--- src/hdl/mtc_pkg.sv ---
// Constants, tables and coding functions of the symbol codec.
// Assumes a byte-wide register port and a byte-wide DMA stream.
package mtc_pkg;

  localparam logic [7:0] ADDR_LOW   = 8'hc2;
  localparam logic [7:0] ADDR_MID   = 8'hc3;
  localparam logic [7:0] ADDR_HIGH  = 8'hc4;
  localparam logic [7:0] ADDR_CTRL  = 8'hc5;

  localparam int BIT_READY  = 7;
  localparam int BIT_ERROR  = 6;
  localparam int BIT_ENC    = 5;
  localparam int BIT_DEC    = 4;
  localparam int BIT_DMA    = 2;
  localparam int BIT_ENDIAN = 1;
  localparam int BIT_MODE   = 0;

  localparam logic [7:0] CTRL_RESET = 8'h00;
  localparam logic [7:0] DATA_RESET = 8'h00;
  localparam logic [7:0] BYTE_ONES  = 8'hff;
  localparam int         BUF_DEPTH  = 2;

  // Six-bit symbol of each nibble, nibble 15 in the top slot.
  localparam logic [95:0] SYM_TABLE = {
    6'h29, 6'h32, 6'h31, 6'h34, 6'h23, 6'h26, 6'h25, 6'h2c,
    6'h13, 6'h1a, 6'h19, 6'h1c, 6'h0b, 6'h0e, 6'h0d, 6'h16};

  typedef enum logic [1:0] {IDLE, FETCH, CALC, PUSH} mtc_state_e;

  function automatic logic [5:0] sym_of(input logic [3:0] n);
    return SYM_TABLE[int'(n) * 6 +: 6];
  endfunction : sym_of

  // Returns the valid flag above the nibble.
  function automatic logic [4:0] nib_of_sym(input logic [5:0] s);
    logic [4:0] r;
    r = 5'h00;
    for (int i = 0; i < 16; i++)
      if (sym_of(4'(i)) == s)
        r = {1'b1, 4'(i)};
    return r;
  endfunction : nib_of_sym

  function automatic logic [7:0] man_of(input logic [3:0] n);
    logic [7:0] r;
    r = 8'h00;
    for (int i = 0; i < 4; i++)
      r[2*i +: 2] = n[i] ? 2'b01 : 2'b10;
    return r;
  endfunction : man_of

  function automatic logic [4:0] nib_of_man(input logic [7:0] b);
    logic [4:0] r;
    r = 5'h10;
    for (int i = 0; i < 4; i++)
    begin
      r[i] = (b[2*i +: 2] == 2'b01);
      if (b[2*i +: 2] == 2'b00 || b[2*i +: 2] == 2'b11)
        r[4] = 1'b0;
    end
    return r;
  endfunction : nib_of_man

  function automatic logic [1:0] bytes_in(input logic forward_start,
                                          input logic mode);
    return forward_start ? (mode ? 2'd2 : 2'd1) : (mode ? 2'd3 : 2'd2);
  endfunction : bytes_in

  function automatic logic [1:0] bytes_out(input logic forward_start,
                                           input logic mode);
    return forward_start ? (mode ? 2'd3 : 2'd2) : (mode ? 2'd2 : 2'd1);
  endfunction : bytes_out

endpackage : mtc_pkg

--- src/hdl/mtc_buf.sv ---
// Small FIFO with valid/ready on both sides.
// Assumes one clock and an asynchronous active-high reset.
`timescale 1ns/1ps
module mtc_buf #(
  parameter int WIDTH = 8,
  parameter int DEPTH = 2
) (
  input  wire logic             core_clk,
  input  wire logic             reset,
  input  wire logic             in_valid,
  output logic                  in_ready,
  input  wire logic [WIDTH-1:0] in_data,
  output logic                  out_valid,
  input  wire logic             out_ready,
  output logic      [WIDTH-1:0] out_data
);
  localparam int AW = (DEPTH > 1) ? $clog2(DEPTH) : 1;

  // The pointers wrap by overflow, so only powers of two are served.
  if (DEPTH < 2 || (DEPTH & (DEPTH - 1)) != 0 || WIDTH < 1)
  begin : g_bad_params
    $error("mtc_buf needs a power-of-two depth of at least two.");
  end

  logic [WIDTH-1:0] mem_q [DEPTH];
  logic [AW-1:0]    wr_q;
  logic [AW-1:0]    rd_q;
  logic [AW:0]      cnt_q;
  logic             push;
  logic             pop;

  assign in_ready  = (cnt_q != (AW+1)'(DEPTH));
  assign out_valid = (cnt_q != '0);
  assign push      = in_valid && in_ready;
  assign pop       = out_valid && out_ready;
  assign out_data  = mem_q[rd_q];

  always_ff @(posedge core_clk)
  begin
    if (push)
      mem_q[wr_q] <= in_data;
  end

  always_ff @(posedge core_clk or posedge reset)
  begin
    if (reset)
    begin
      wr_q  <= '0;
      rd_q  <= '0;
      cnt_q <= '0;
    end
    else
    begin
      if (push)
        wr_q <= wr_q + 1'b1;
      if (pop)
        rd_q <= rd_q + 1'b1;
      cnt_q <= cnt_q + (AW+1)'(push) - (AW+1)'(pop);
    end
  end
endmodule : mtc_buf

--- src/hdl/mtc_codec.sv ---
// Manchester and three-out-of-six codec with byte register port.
// Assumes a byte register port and a DMA controller on two streams.
//
// How it works
// - Load three symbol bytes, then set decode
// - Ready set when a decode finishes
// - Any invalid six-bit symbol sets error
// - Symbol decode exactly inverts the encode table
// - Decode error can raise an interrupt
// - DMA decode continues; error stays sticky
// - Encode or decode start bit launches operation
// - Control layout: ready, error, starts, DMA
// - Mode bit: zero Manchester, one symbols
// - DMA uses big-endian ordering, bits set
// - Start bits self clear; ready stays set
// - Four nibbles become four six-bit symbols
// - Manchester encode: bit 0 gives 10
// - Invalid Manchester input gives error, all ones
`timescale 1ns/1ps
module mtc_codec (
  input  wire logic       core_clk,
  input  wire logic       reset,
  input  wire logic [7:0] sfr_addr,
  input  wire logic       sfr_wr,
  input  wire logic       sfr_rd,
  input  wire logic [7:0] sfr_wdata,
  output logic      [7:0] sfr_rdata,
  input  wire logic       dma_in_valid,
  output logic            dma_in_ready,
  input  wire logic [7:0] dma_in_data,
  output logic            dma_out_valid,
  input  wire logic       dma_out_ready,
  output logic      [7:0] dma_out_data,
  output logic            err_irq
);
  mtc_pkg::mtc_state_e state_q;
  logic [23:0] data_q;
  logic        ready_q;
  logic        err_q;
  logic        enc_q;
  logic        dec_q;
  logic        dma_q;
  logic        endian_q;
  logic        mode_q;
  logic        op_enc_q;
  logic [1:0]  cnt_q;
  logic [23:0] res;
  logic        calc_err;
  logic        ctl_wr;
  logic        buf_valid;
  logic        buf_ready;
  logic [7:0]  buf_data;
  logic        in_take;

  assign ctl_wr  = sfr_wr && sfr_addr == mtc_pkg::ADDR_CTRL;
  assign in_take = dma_in_valid && dma_in_ready;
  assign err_irq = err_q;

  // Pure table lookups, one clock of work per operation.
  always_comb
  begin
    logic [4:0] a;
    logic [4:0] b;
    logic [4:0] c;
    logic [4:0] d;
    a = 5'h00;
    b = 5'h00;
    c = 5'h00;
    d = 5'h00;
    res = data_q;
    calc_err = 1'b0;
    if (op_enc_q)
    begin
      if (mode_q)
        res = {mtc_pkg::sym_of(data_q[15:12]),
               mtc_pkg::sym_of(data_q[11:8]),
               mtc_pkg::sym_of(data_q[7:4]),
               mtc_pkg::sym_of(data_q[3:0])};
      else
        res = {data_q[23:16], mtc_pkg::man_of(data_q[7:4]),
               mtc_pkg::man_of(data_q[3:0])};
    end
    else if (mode_q)
    begin
      a = mtc_pkg::nib_of_sym(data_q[23:18]);
      b = mtc_pkg::nib_of_sym(data_q[17:12]);
      c = mtc_pkg::nib_of_sym(data_q[11:6]);
      d = mtc_pkg::nib_of_sym(data_q[5:0]);
      calc_err = !(a[4] && b[4] && c[4] && d[4]);
      res = {data_q[23:16], a[3:0], b[3:0], c[3:0], d[3:0]};
    end
    else
    begin
      a = mtc_pkg::nib_of_man(data_q[15:8]);
      b = mtc_pkg::nib_of_man(data_q[7:0]);
      calc_err = !(a[4] && b[4]);
      res = {data_q[23:8],
             calc_err ? mtc_pkg::BYTE_ONES : {a[3:0], b[3:0]}};
    end
  end

  always_ff @(posedge core_clk or posedge reset)
  begin
    if (reset)
    begin
      state_q  <= mtc_pkg::IDLE;
      cnt_q    <= 2'd0;
      op_enc_q <= 1'b0;
    end
    else
    begin
      unique case (state_q)
        mtc_pkg::IDLE:
          if (enc_q || dec_q)
          begin
            op_enc_q <= enc_q;
            cnt_q    <= 2'd0;
            state_q  <= dma_q ? mtc_pkg::FETCH : mtc_pkg::CALC;
          end
        mtc_pkg::FETCH:
          if (!dma_q)
            state_q <= mtc_pkg::IDLE;
          else if (in_take)
          begin
            cnt_q <= cnt_q + 2'd1;
            if (cnt_q == mtc_pkg::bytes_in(op_enc_q, mode_q) - 2'd1)
              state_q <= mtc_pkg::CALC;
          end
        mtc_pkg::CALC:
        begin
          cnt_q   <= mtc_pkg::bytes_out(op_enc_q, mode_q) - 2'd1;
          state_q <= dma_q ? mtc_pkg::PUSH : mtc_pkg::IDLE;
        end
        mtc_pkg::PUSH:
          if (buf_ready)
          begin
            cnt_q <= cnt_q - 2'd1;
            if (cnt_q == 2'd0)
            begin
              cnt_q   <= 2'd0;
              state_q <= dma_q ? mtc_pkg::FETCH : mtc_pkg::IDLE;
            end
          end
      endcase
    end
  end

  // Software writes are ignored while the engine owns the data bytes.
  always_ff @(posedge core_clk or posedge reset)
  begin
    if (reset)
      data_q <= {3{mtc_pkg::DATA_RESET}};
    else if (state_q == mtc_pkg::CALC)
      data_q <= res;
    else if (state_q == mtc_pkg::FETCH && in_take)
      data_q <= {data_q[15:0], dma_in_data};
    else if (state_q == mtc_pkg::IDLE && sfr_wr)
    begin
      if (sfr_addr == mtc_pkg::ADDR_LOW)
        data_q[7:0] <= sfr_wdata;
      if (sfr_addr == mtc_pkg::ADDR_MID)
        data_q[15:8] <= sfr_wdata;
      if (sfr_addr == mtc_pkg::ADDR_HIGH)
        data_q[23:16] <= sfr_wdata;
    end
  end

  always_ff @(posedge core_clk or posedge reset)
  begin
    if (reset)
    begin
      {ready_q, err_q, enc_q, dec_q} <= mtc_pkg::CTRL_RESET[7:4];
      {dma_q, endian_q, mode_q}      <= mtc_pkg::CTRL_RESET[2:0];
    end
    else
    begin
      if (ctl_wr)
      begin
        enc_q    <= sfr_wdata[mtc_pkg::BIT_ENC];
        dec_q    <= sfr_wdata[mtc_pkg::BIT_DEC];
        dma_q    <= sfr_wdata[mtc_pkg::BIT_DMA];
        endian_q <= sfr_wdata[mtc_pkg::BIT_ENDIAN];
        mode_q   <= sfr_wdata[mtc_pkg::BIT_MODE];
      end
      else if (state_q == mtc_pkg::IDLE)
      begin
        enc_q <= 1'b0;
        dec_q <= 1'b0;
      end
      // A flag set by the engine wins over a clearing write.
      if (state_q == mtc_pkg::CALC)
        ready_q <= 1'b1;
      else if (ctl_wr && !sfr_wdata[mtc_pkg::BIT_READY])
        ready_q <= 1'b0;
      if (state_q == mtc_pkg::CALC && calc_err)
        err_q <= 1'b1;
      else if (ctl_wr && !sfr_wdata[mtc_pkg::BIT_ERROR])
        err_q <= 1'b0;
    end
  end

  always_ff @(posedge core_clk or posedge reset)
  begin
    if (reset)
      sfr_rdata <= 8'h00;
    else if (sfr_rd)
      unique case (sfr_addr)
        mtc_pkg::ADDR_LOW:  sfr_rdata <= data_q[7:0];
        mtc_pkg::ADDR_MID:  sfr_rdata <= data_q[15:8];
        mtc_pkg::ADDR_HIGH: sfr_rdata <= data_q[23:16];
        mtc_pkg::ADDR_CTRL:
          sfr_rdata <= {ready_q, err_q, enc_q, dec_q, 1'b0,
                        dma_q, endian_q, mode_q};
        default:            sfr_rdata <= 8'h00;
      endcase
  end

  // Output bytes leave most significant first, the big-endian order.
  assign dma_in_ready = (state_q == mtc_pkg::FETCH) && dma_q;
  assign buf_valid    = (state_q == mtc_pkg::PUSH);
  assign buf_data     = data_q[8*cnt_q +: 8];

  mtc_buf #(
    .WIDTH (8),
    .DEPTH (mtc_pkg::BUF_DEPTH)
  ) u_buf (
    .core_clk  (core_clk),
    .reset     (reset),
    .in_valid  (buf_valid),
    .in_ready  (buf_ready),
    .in_data   (buf_data),
    .out_valid (dma_out_valid),
    .out_ready (dma_out_ready),
    .out_data  (dma_out_data)
  );

  wire calc = (state_q == mtc_pkg::CALC);
endmodule : mtc_codec

--- config.mk ---
export PLATFORM = sky130hd
export DESIGN_NAME = mtc_codec
export DESIGN_NICKNAME = d
export VERILOG_FILES = /design/src/hdl/mtc_pkg.sv /design/src/hdl/mtc_buf.sv /design/src/hdl/mtc_codec.sv
export SDC_FILE = /design/constraint.sdc
export NUM_CORES = 1
export LEC_CHECK = 0
export BUFFER_PORTS_ARGS = -buffer_cell sky130_fd_sc_hd__buf_4
export CORE_MARGIN = 2
export CORE_UTILIZATION = 38
export DETAILED_ROUTE_END_ITERATION = 7
export GPL_TIMING_DRIVEN = 0
export PLACE_DENSITY_LB_ADDON = 0.12
export SYNTH_ARGS = -nofsm -noshare
export SYNTH_HDL_FRONTEND = slang
export SYNTH_SLANG_ARGS = --single-unit
--- constraint.sdc ---
create_clock -name core_clk -period 4.2 [get_ports core_clk]
set_clock_uncertainty 0.2 [all_clocks]
set_input_delay 1.26 -clock core_clk [delete_from_list [all_inputs] [get_ports core_clk]]
set_output_delay 1.26 -clock core_clk [all_outputs]
set_load 0.02 [all_outputs]
Yosys cells after proc, flatten, opt, wreduce, memory -nomap -nowiden. Memory sizes are Yosys's and may differ from the RTL's. Cells that the tools add are included.

Bits in registers: 48. Bits in writable memories: 16. Output and inout bits: 19. Logic and storage cells: 319. Memories kept: 1.

Add/sub/neg operators: 8. Multipliers: 4. Eq/ne operators: 99. Shifts and indexed selects: 5. Mux-type cells: 134. Reduce and logical (&&, ||, !) cells: 51.

Memories: u_buf.mem_q (words 2, bits a word 8, read ports 1, clocked after Yosys merged registers in 0, wr ports 1, RTL line mtc_buf.sv:25) `logic [WIDTH-1:0] mem_q [DEPTH];`.

Operator list (number): 96-bit by 8-bit variable part select with 6-bit output (first input constant) (4); 5-bit two-way mux (72); 6-bit equality test (first input constant) (32); 5-bit by 6-bit equality test with 1-bit output (first input constant) (20); 24-bit two-way mux (5); 4-bit by 6-bit equality test with 1-bit output (first input constant) (12); 2-bit two-way mux (24); 8-bit equality test (second input constant) (4); 8-bit two-way mux (4); 8-bit one-hot mux with 4 select lines (1); 1-bit two-way mux (25); 4-bit by 2-bit multiplier with 6-bit output (second input constant) (4); 24-bit by 6-bit variable part select with 8-bit output (1); 2-bit equality test (second input constant) (10); 2-bit logical NOT (10); 2-bit by 1-bit equality test with 1-bit output (second input constant) (9); 16-bit two-way mux (1); 2-bit inequality test (second input constant) (8); 2-bit one-hot mux with 4 select lines (2); 1-bit logical AND (14); 3-bit nonzero test (4); 1-bit logical OR (9); 3-bit inequality test (second input constant) (3); 4-bit AND reduction (2); other kinds (11) (21).

Logic depth before layout (Yosys ltp).
Word-level depth: 27. Mapped depth: 10.

Cells and area by module. Synthesis repeated with hierarchy kept, for this count alone.

Cell total of the unflattened synthesis: 699. Area total of the unflattened synthesis: 6034.5 µm².

By module, submodules not included: mtc_codec (instances 1, cells an instance 653, area each 5232.5 µm², seq. area each 1101.1 µm²); mtc_buf (instances 1, cells an instance 46, area each 802.0 µm², seq. area each 580.6 µm²).

Worst setup path after synthesis. OpenSTA, ideal clock, no wires.

Path type: input port to flip-flop. From: in sfr_addr[3]. To: reg data_q[18]. Arrival time: 2.478 ns. Data required time: 3.872 ns. Setup slack: 1.394 ns. Stages on the path: 6. Path buffers: 2. Path through: nor4_4 > and3b_1 > buf_4 > a31oi_1 > buf_6 > mux2_1.

Word-level cells in the longest chain between the ends: 3.

Ends and longest elaborated chain: start, declared (RTL line mtc_codec.sv:23) `input wire logic [7:0] sfr_addr,`; 8-bit equality test (RTL line mtc_codec.sv:163) `if (sfr_addr == mtc_pkg::ADDR_HIGH)`; 3-bit nonzero test (no line); 4-bit AND reduction (no line); end signal, assigned (RTL line mtc_codec.sv:154) `data_q <= res;`; end signal, assigned (RTL line mtc_codec.sv:156) `data_q <= {data_q[15:0], dma_in_data};`; end signal, assigned (RTL line mtc_codec.sv:164) `data_q[23:16] <= sfr_wdata;`; end, declared (RTL line mtc_codec.sv:37) `logic [23:0] data_q;`.

Every way passes these cells. A chain may end at the register's enable or synchronous reset.

Final worst setup path.
From: reg data_q[3]. To: reg data_q[2].

Word-level cells in the longest chain between the ends: 21.

Ends and longest elaborated chain: start signal, assigned (RTL line mtc_codec.sv:152) `data_q <= {3{mtc_pkg::DATA_RESET}};`; start signal, assigned (RTL line mtc_codec.sv:154); start signal, assigned (RTL line mtc_codec.sv:156); 4-bit by 6-bit equality test with 1-bit output (RTL line mtc_pkg.sv:39) `if (sym_of(4'(i)) == s)`; 5-bit two-way mux (15 in series) (RTL line mtc_pkg.sv:39); 5-bit two-way mux (RTL line mtc_codec.sv:83) `else if (mode_q)`; 5-bit two-way mux (RTL line mtc_codec.sv:72) `if (op_enc_q)`; 16-bit two-way mux (RTL line mtc_codec.sv:83); 24-bit two-way mux (*) (RTL line mtc_codec.sv:72); 24-bit two-way mux (*) (RTL line mtc_codec.sv:153) `else if (state_q == mtc_pkg::CALC)`.

Mark *: on every way between the ends. The rest lies on a longest branch, timed or not. The select of a mux whose other input is x is not followed.

==> qor.yml <==
status:
  outcome: "complete, no violations"
global_route:
  grt_pass1_wl_um: 31110
  antenna_found_initial: 0
  grt.total_usage_pct: 24.31
  overflow: 0
  grt_pass1_vias: 5580
  grt_max_degree: 26
synthesis:
  synth_nets: 791
  synth_top_area_share_pct: 20.36
  avgSynthCellArea_um2: 8.297
  yosysSeqAreaShare_pct: 28.50
  post-synth-top-count-cell: "nand2_1"
  synthFlopType: "dfrtp_1"
  synth-edff-count: 16
  yosys.area.top_type: "dfrtp_1"
  postSynthCellCount: 711
  syn_area_mm2: 0.005899
  netlist_top_cells_area: "dfrtp_1, ha_1, edfxtp_1"
  ys_ff_latch: 64
  synth.distinct_cells: 75
  yosys_warnings: 0
  synth_commonest_cells: "nand2_1, a21oi_1, o21ai_0"
  async_flop_share_pct: 75.00
cts:
  clk_pin_slew_ns: 0.06
  clock_sinks: 64
  h-tree-depth: 3
  worstSkewPairLatency_ns: 0.34
  cts_tree: "yes"
  post_cts_resize_count: 0
  postCtsSetupRepairBufs: 0
  postCtsHoldBufs: 0
  clockBufferDepth: 2
  cts_buffers: 9
  cts_root_buf: "clkbuf_16"
cells_and_area:
  multi_input_area_mm2: 0.003797
  drive_gt1_share_pct: 14.58
  synthToLayoutAreaGrowth_pct: 15.10
  seq_area_mm2: 0.001682
  fillers: 1582
  n_antenna_cell: 0
  final_nets: 850
critical_path:
  rrSetupSlack_ns: 1.0
  worst-path-max-fanout: 10
  r2r_end: "data_q[2]$_DFFE_PP0P_"
  arrival_ns: 3.23
  reg2regPathDepth: 10
  cp-end-kind: "flip-flop"
  cp_slowest_cell: "or4_1"
  cpPeakStageDelay_ns: 0.48
  cp.required_ns: 4.23
  critical_path_class: "flip-flop to flip-flop"
  path_cells: "buf_1, inv_1, ha_1, nand2_1, or4_1, buf_2, o21a_1, o31ai_2, o221ai_2, mux2_2"
  startpoint_type: "flip-flop"
  regToRegStartpoint: "data_q[3]$_DFFE_PP0P_"
floorplanning:
  dieArea_mm2: 0.01654
  coreArea_mm2: 0.01520
  rows: 45
  die_x_um: 128.6
  die_y_um: 128.6
  start_util_pct: 38.81
  ios: 49
power:
  p_leak_nw: 2.777
  ir_drop_mv: 0.3480
  power_density_mw_per_mm2: 751.9
job:
  cap_violations: 0
hold_path:
  hp-class: "flip-flop to flip-flop"
  worstHoldEndpoint: "endian_q$_DFFE_PP0P_"
  hold_path_startpoint: "endian_q$_DFFE_PP0P_"
  whs_path_depth: 2
route:
  remaining_drc_errors: 0
  drtAntennaViolNets: 0
  drtIter0Drc: 713
  vias: 5831
  wl_per_cell_um: 20.71
  drt-total-wl_um: 19950
  viasPerCell: 6.055
  firstDrtPassIters: 6
timing:
  slew-limit-headroom_pct: 51.14
  min_period_ns: 3.200
  tightest_slew_ns: 0.7314
  rsz0062_at_grt: "no"
  maxSlewViolCount: 0
  hold_viol: 0
  hold_slack_ns: 0.2884
  finalSetupViolCount: 0
  period_share_pct: 76.20
  totalNegativeSetupSlack_ns: 0
  max_freq_mhz: 312.5
placement:
  gp_congestion: 0.9425
  hpwl_um: 15240
  numPortBuffers: 47
## registers in the layout (all words and copies together) (netlist names), 2 cells and up
register	flops
sfr_rdata	8
cnt_q	2
data_q	24
u_buf.mem_q	16
u_buf.cnt_q	2
state_q	2
## logic make-up (layout without fill, tap and decap cells)
group	after synthesis	after routing	synth area share, %
and+or+nand+nor	180	180	14.89
DFF	64	64	28.50
muxes	37	37	6.914
AOI/OAI and AO/OA	265	265	29.88
xor gates and xnor gates	14	14	2.079
adders and majority gates	50	50	10.60
buffers and inverters	101	165	7.126
## worst max path at each step
stage	from	end	slack [ns]	depth (start not counted)
after global placement	reset	data_q[17]$_DFFE_PP0P_	0.69	2
final	data_q[3]$_DFFE_PP0P_	data_q[2]$_DFFE_PP0P_	1.0	10
after global routing	data_q[2]$_DFFE_PP0P_	data_q[2]$_DFFE_PP0P_	0.87	10
after detailed placement	sfr_addr[3]	data_q[16]$_DFFE_PP0P_	1.01	8
after CTS	data_q[3]$_DFFE_PP0P_	data_q[2]$_DFFE_PP0P_	1.06	10
after floorplan	sfr_addr[3]	data_q[18]$_DFFE_PP0P_	1.39	6
## power by group
| part | total (mW) | switching (mW) | internal [mW] |
|---|---|---|---|
| sequential | 1.12 | 0.262 | 0.862 |
| clock | 0.727 | 0.311 | 0.416 |
| combinational | 3.26 | 2.04 | 1.22 |
## cell type report
| type | instances | area share [%] |
|---|---|---|
| Timing Repair Buffer | 48 | 5.491 |
| Clock inverter | 6 | 0.6449 |
| Buffer | 61 | 3.980 |
| Tap cell | 188 | 3.464 |
| Multi-Input combinational cell | 546 | 55.92 |
| Sequential cell | 64 | 24.77 |
| Clock buffer | 10 | 3.519 |
| Inverter | 40 | 2.211 |
## cell usage in the layout (no fill, tap or decap), types with 14 or more instances in the layout
master	netlist	layout
mux2_2	15	15
dfrtp_1	48	48
mux2i_1	16	16
inv_1	38	37
buf_4	3	50
o21ai_0	53	53
edfxtp_1	16	16
buf_2	18	18
nand2_1	87	87
clkbuf_1	34	34
nand3_1	15	15
ha_1	50	50
a211oi_1	14	14
nor2_1	22	22
a21oi_1	53	53
o22ai_1	23	23
## critical path, delay by kind of cell (launching register included)
kind / cells / cell delay, ns
fa+ha+maj: 1 / 0.34
flops: 1 / 0.44
mux: 1 / 0.28
buf+inv: 3 / 0.86
compound gates: 3 / 0.42
simple gates: 2 / 0.54
## through the flow
stage	std cells	area (um^2)	power [mW]	worst slack, ns	utilization [%]
after CTS	963	6790	5.055	1.059	44.67
after detailed placement	947	6507	4.310	1.013	42.81
after floorplan	711	5899	3.363	1.394	-
after global routing	963	6790	5.463	0.8671	44.67
after global placement	946	6487	4.260	0.6947	42.67
final	963	6790	5.106	0.9995	44.67
## per-layer routing
layer | wire (um) | vias up | global-route usage, %
met4 | 454 | 0 | 7.545
met5 | 0 | - | 0
met1 | 8753 | 2769 | 33.44
met3 | 1679 | 40 | 4.491
met2 | 9058 | 276 | 38.99
li1 | - | 2746 | -
(Power assumes the default switching activity.)
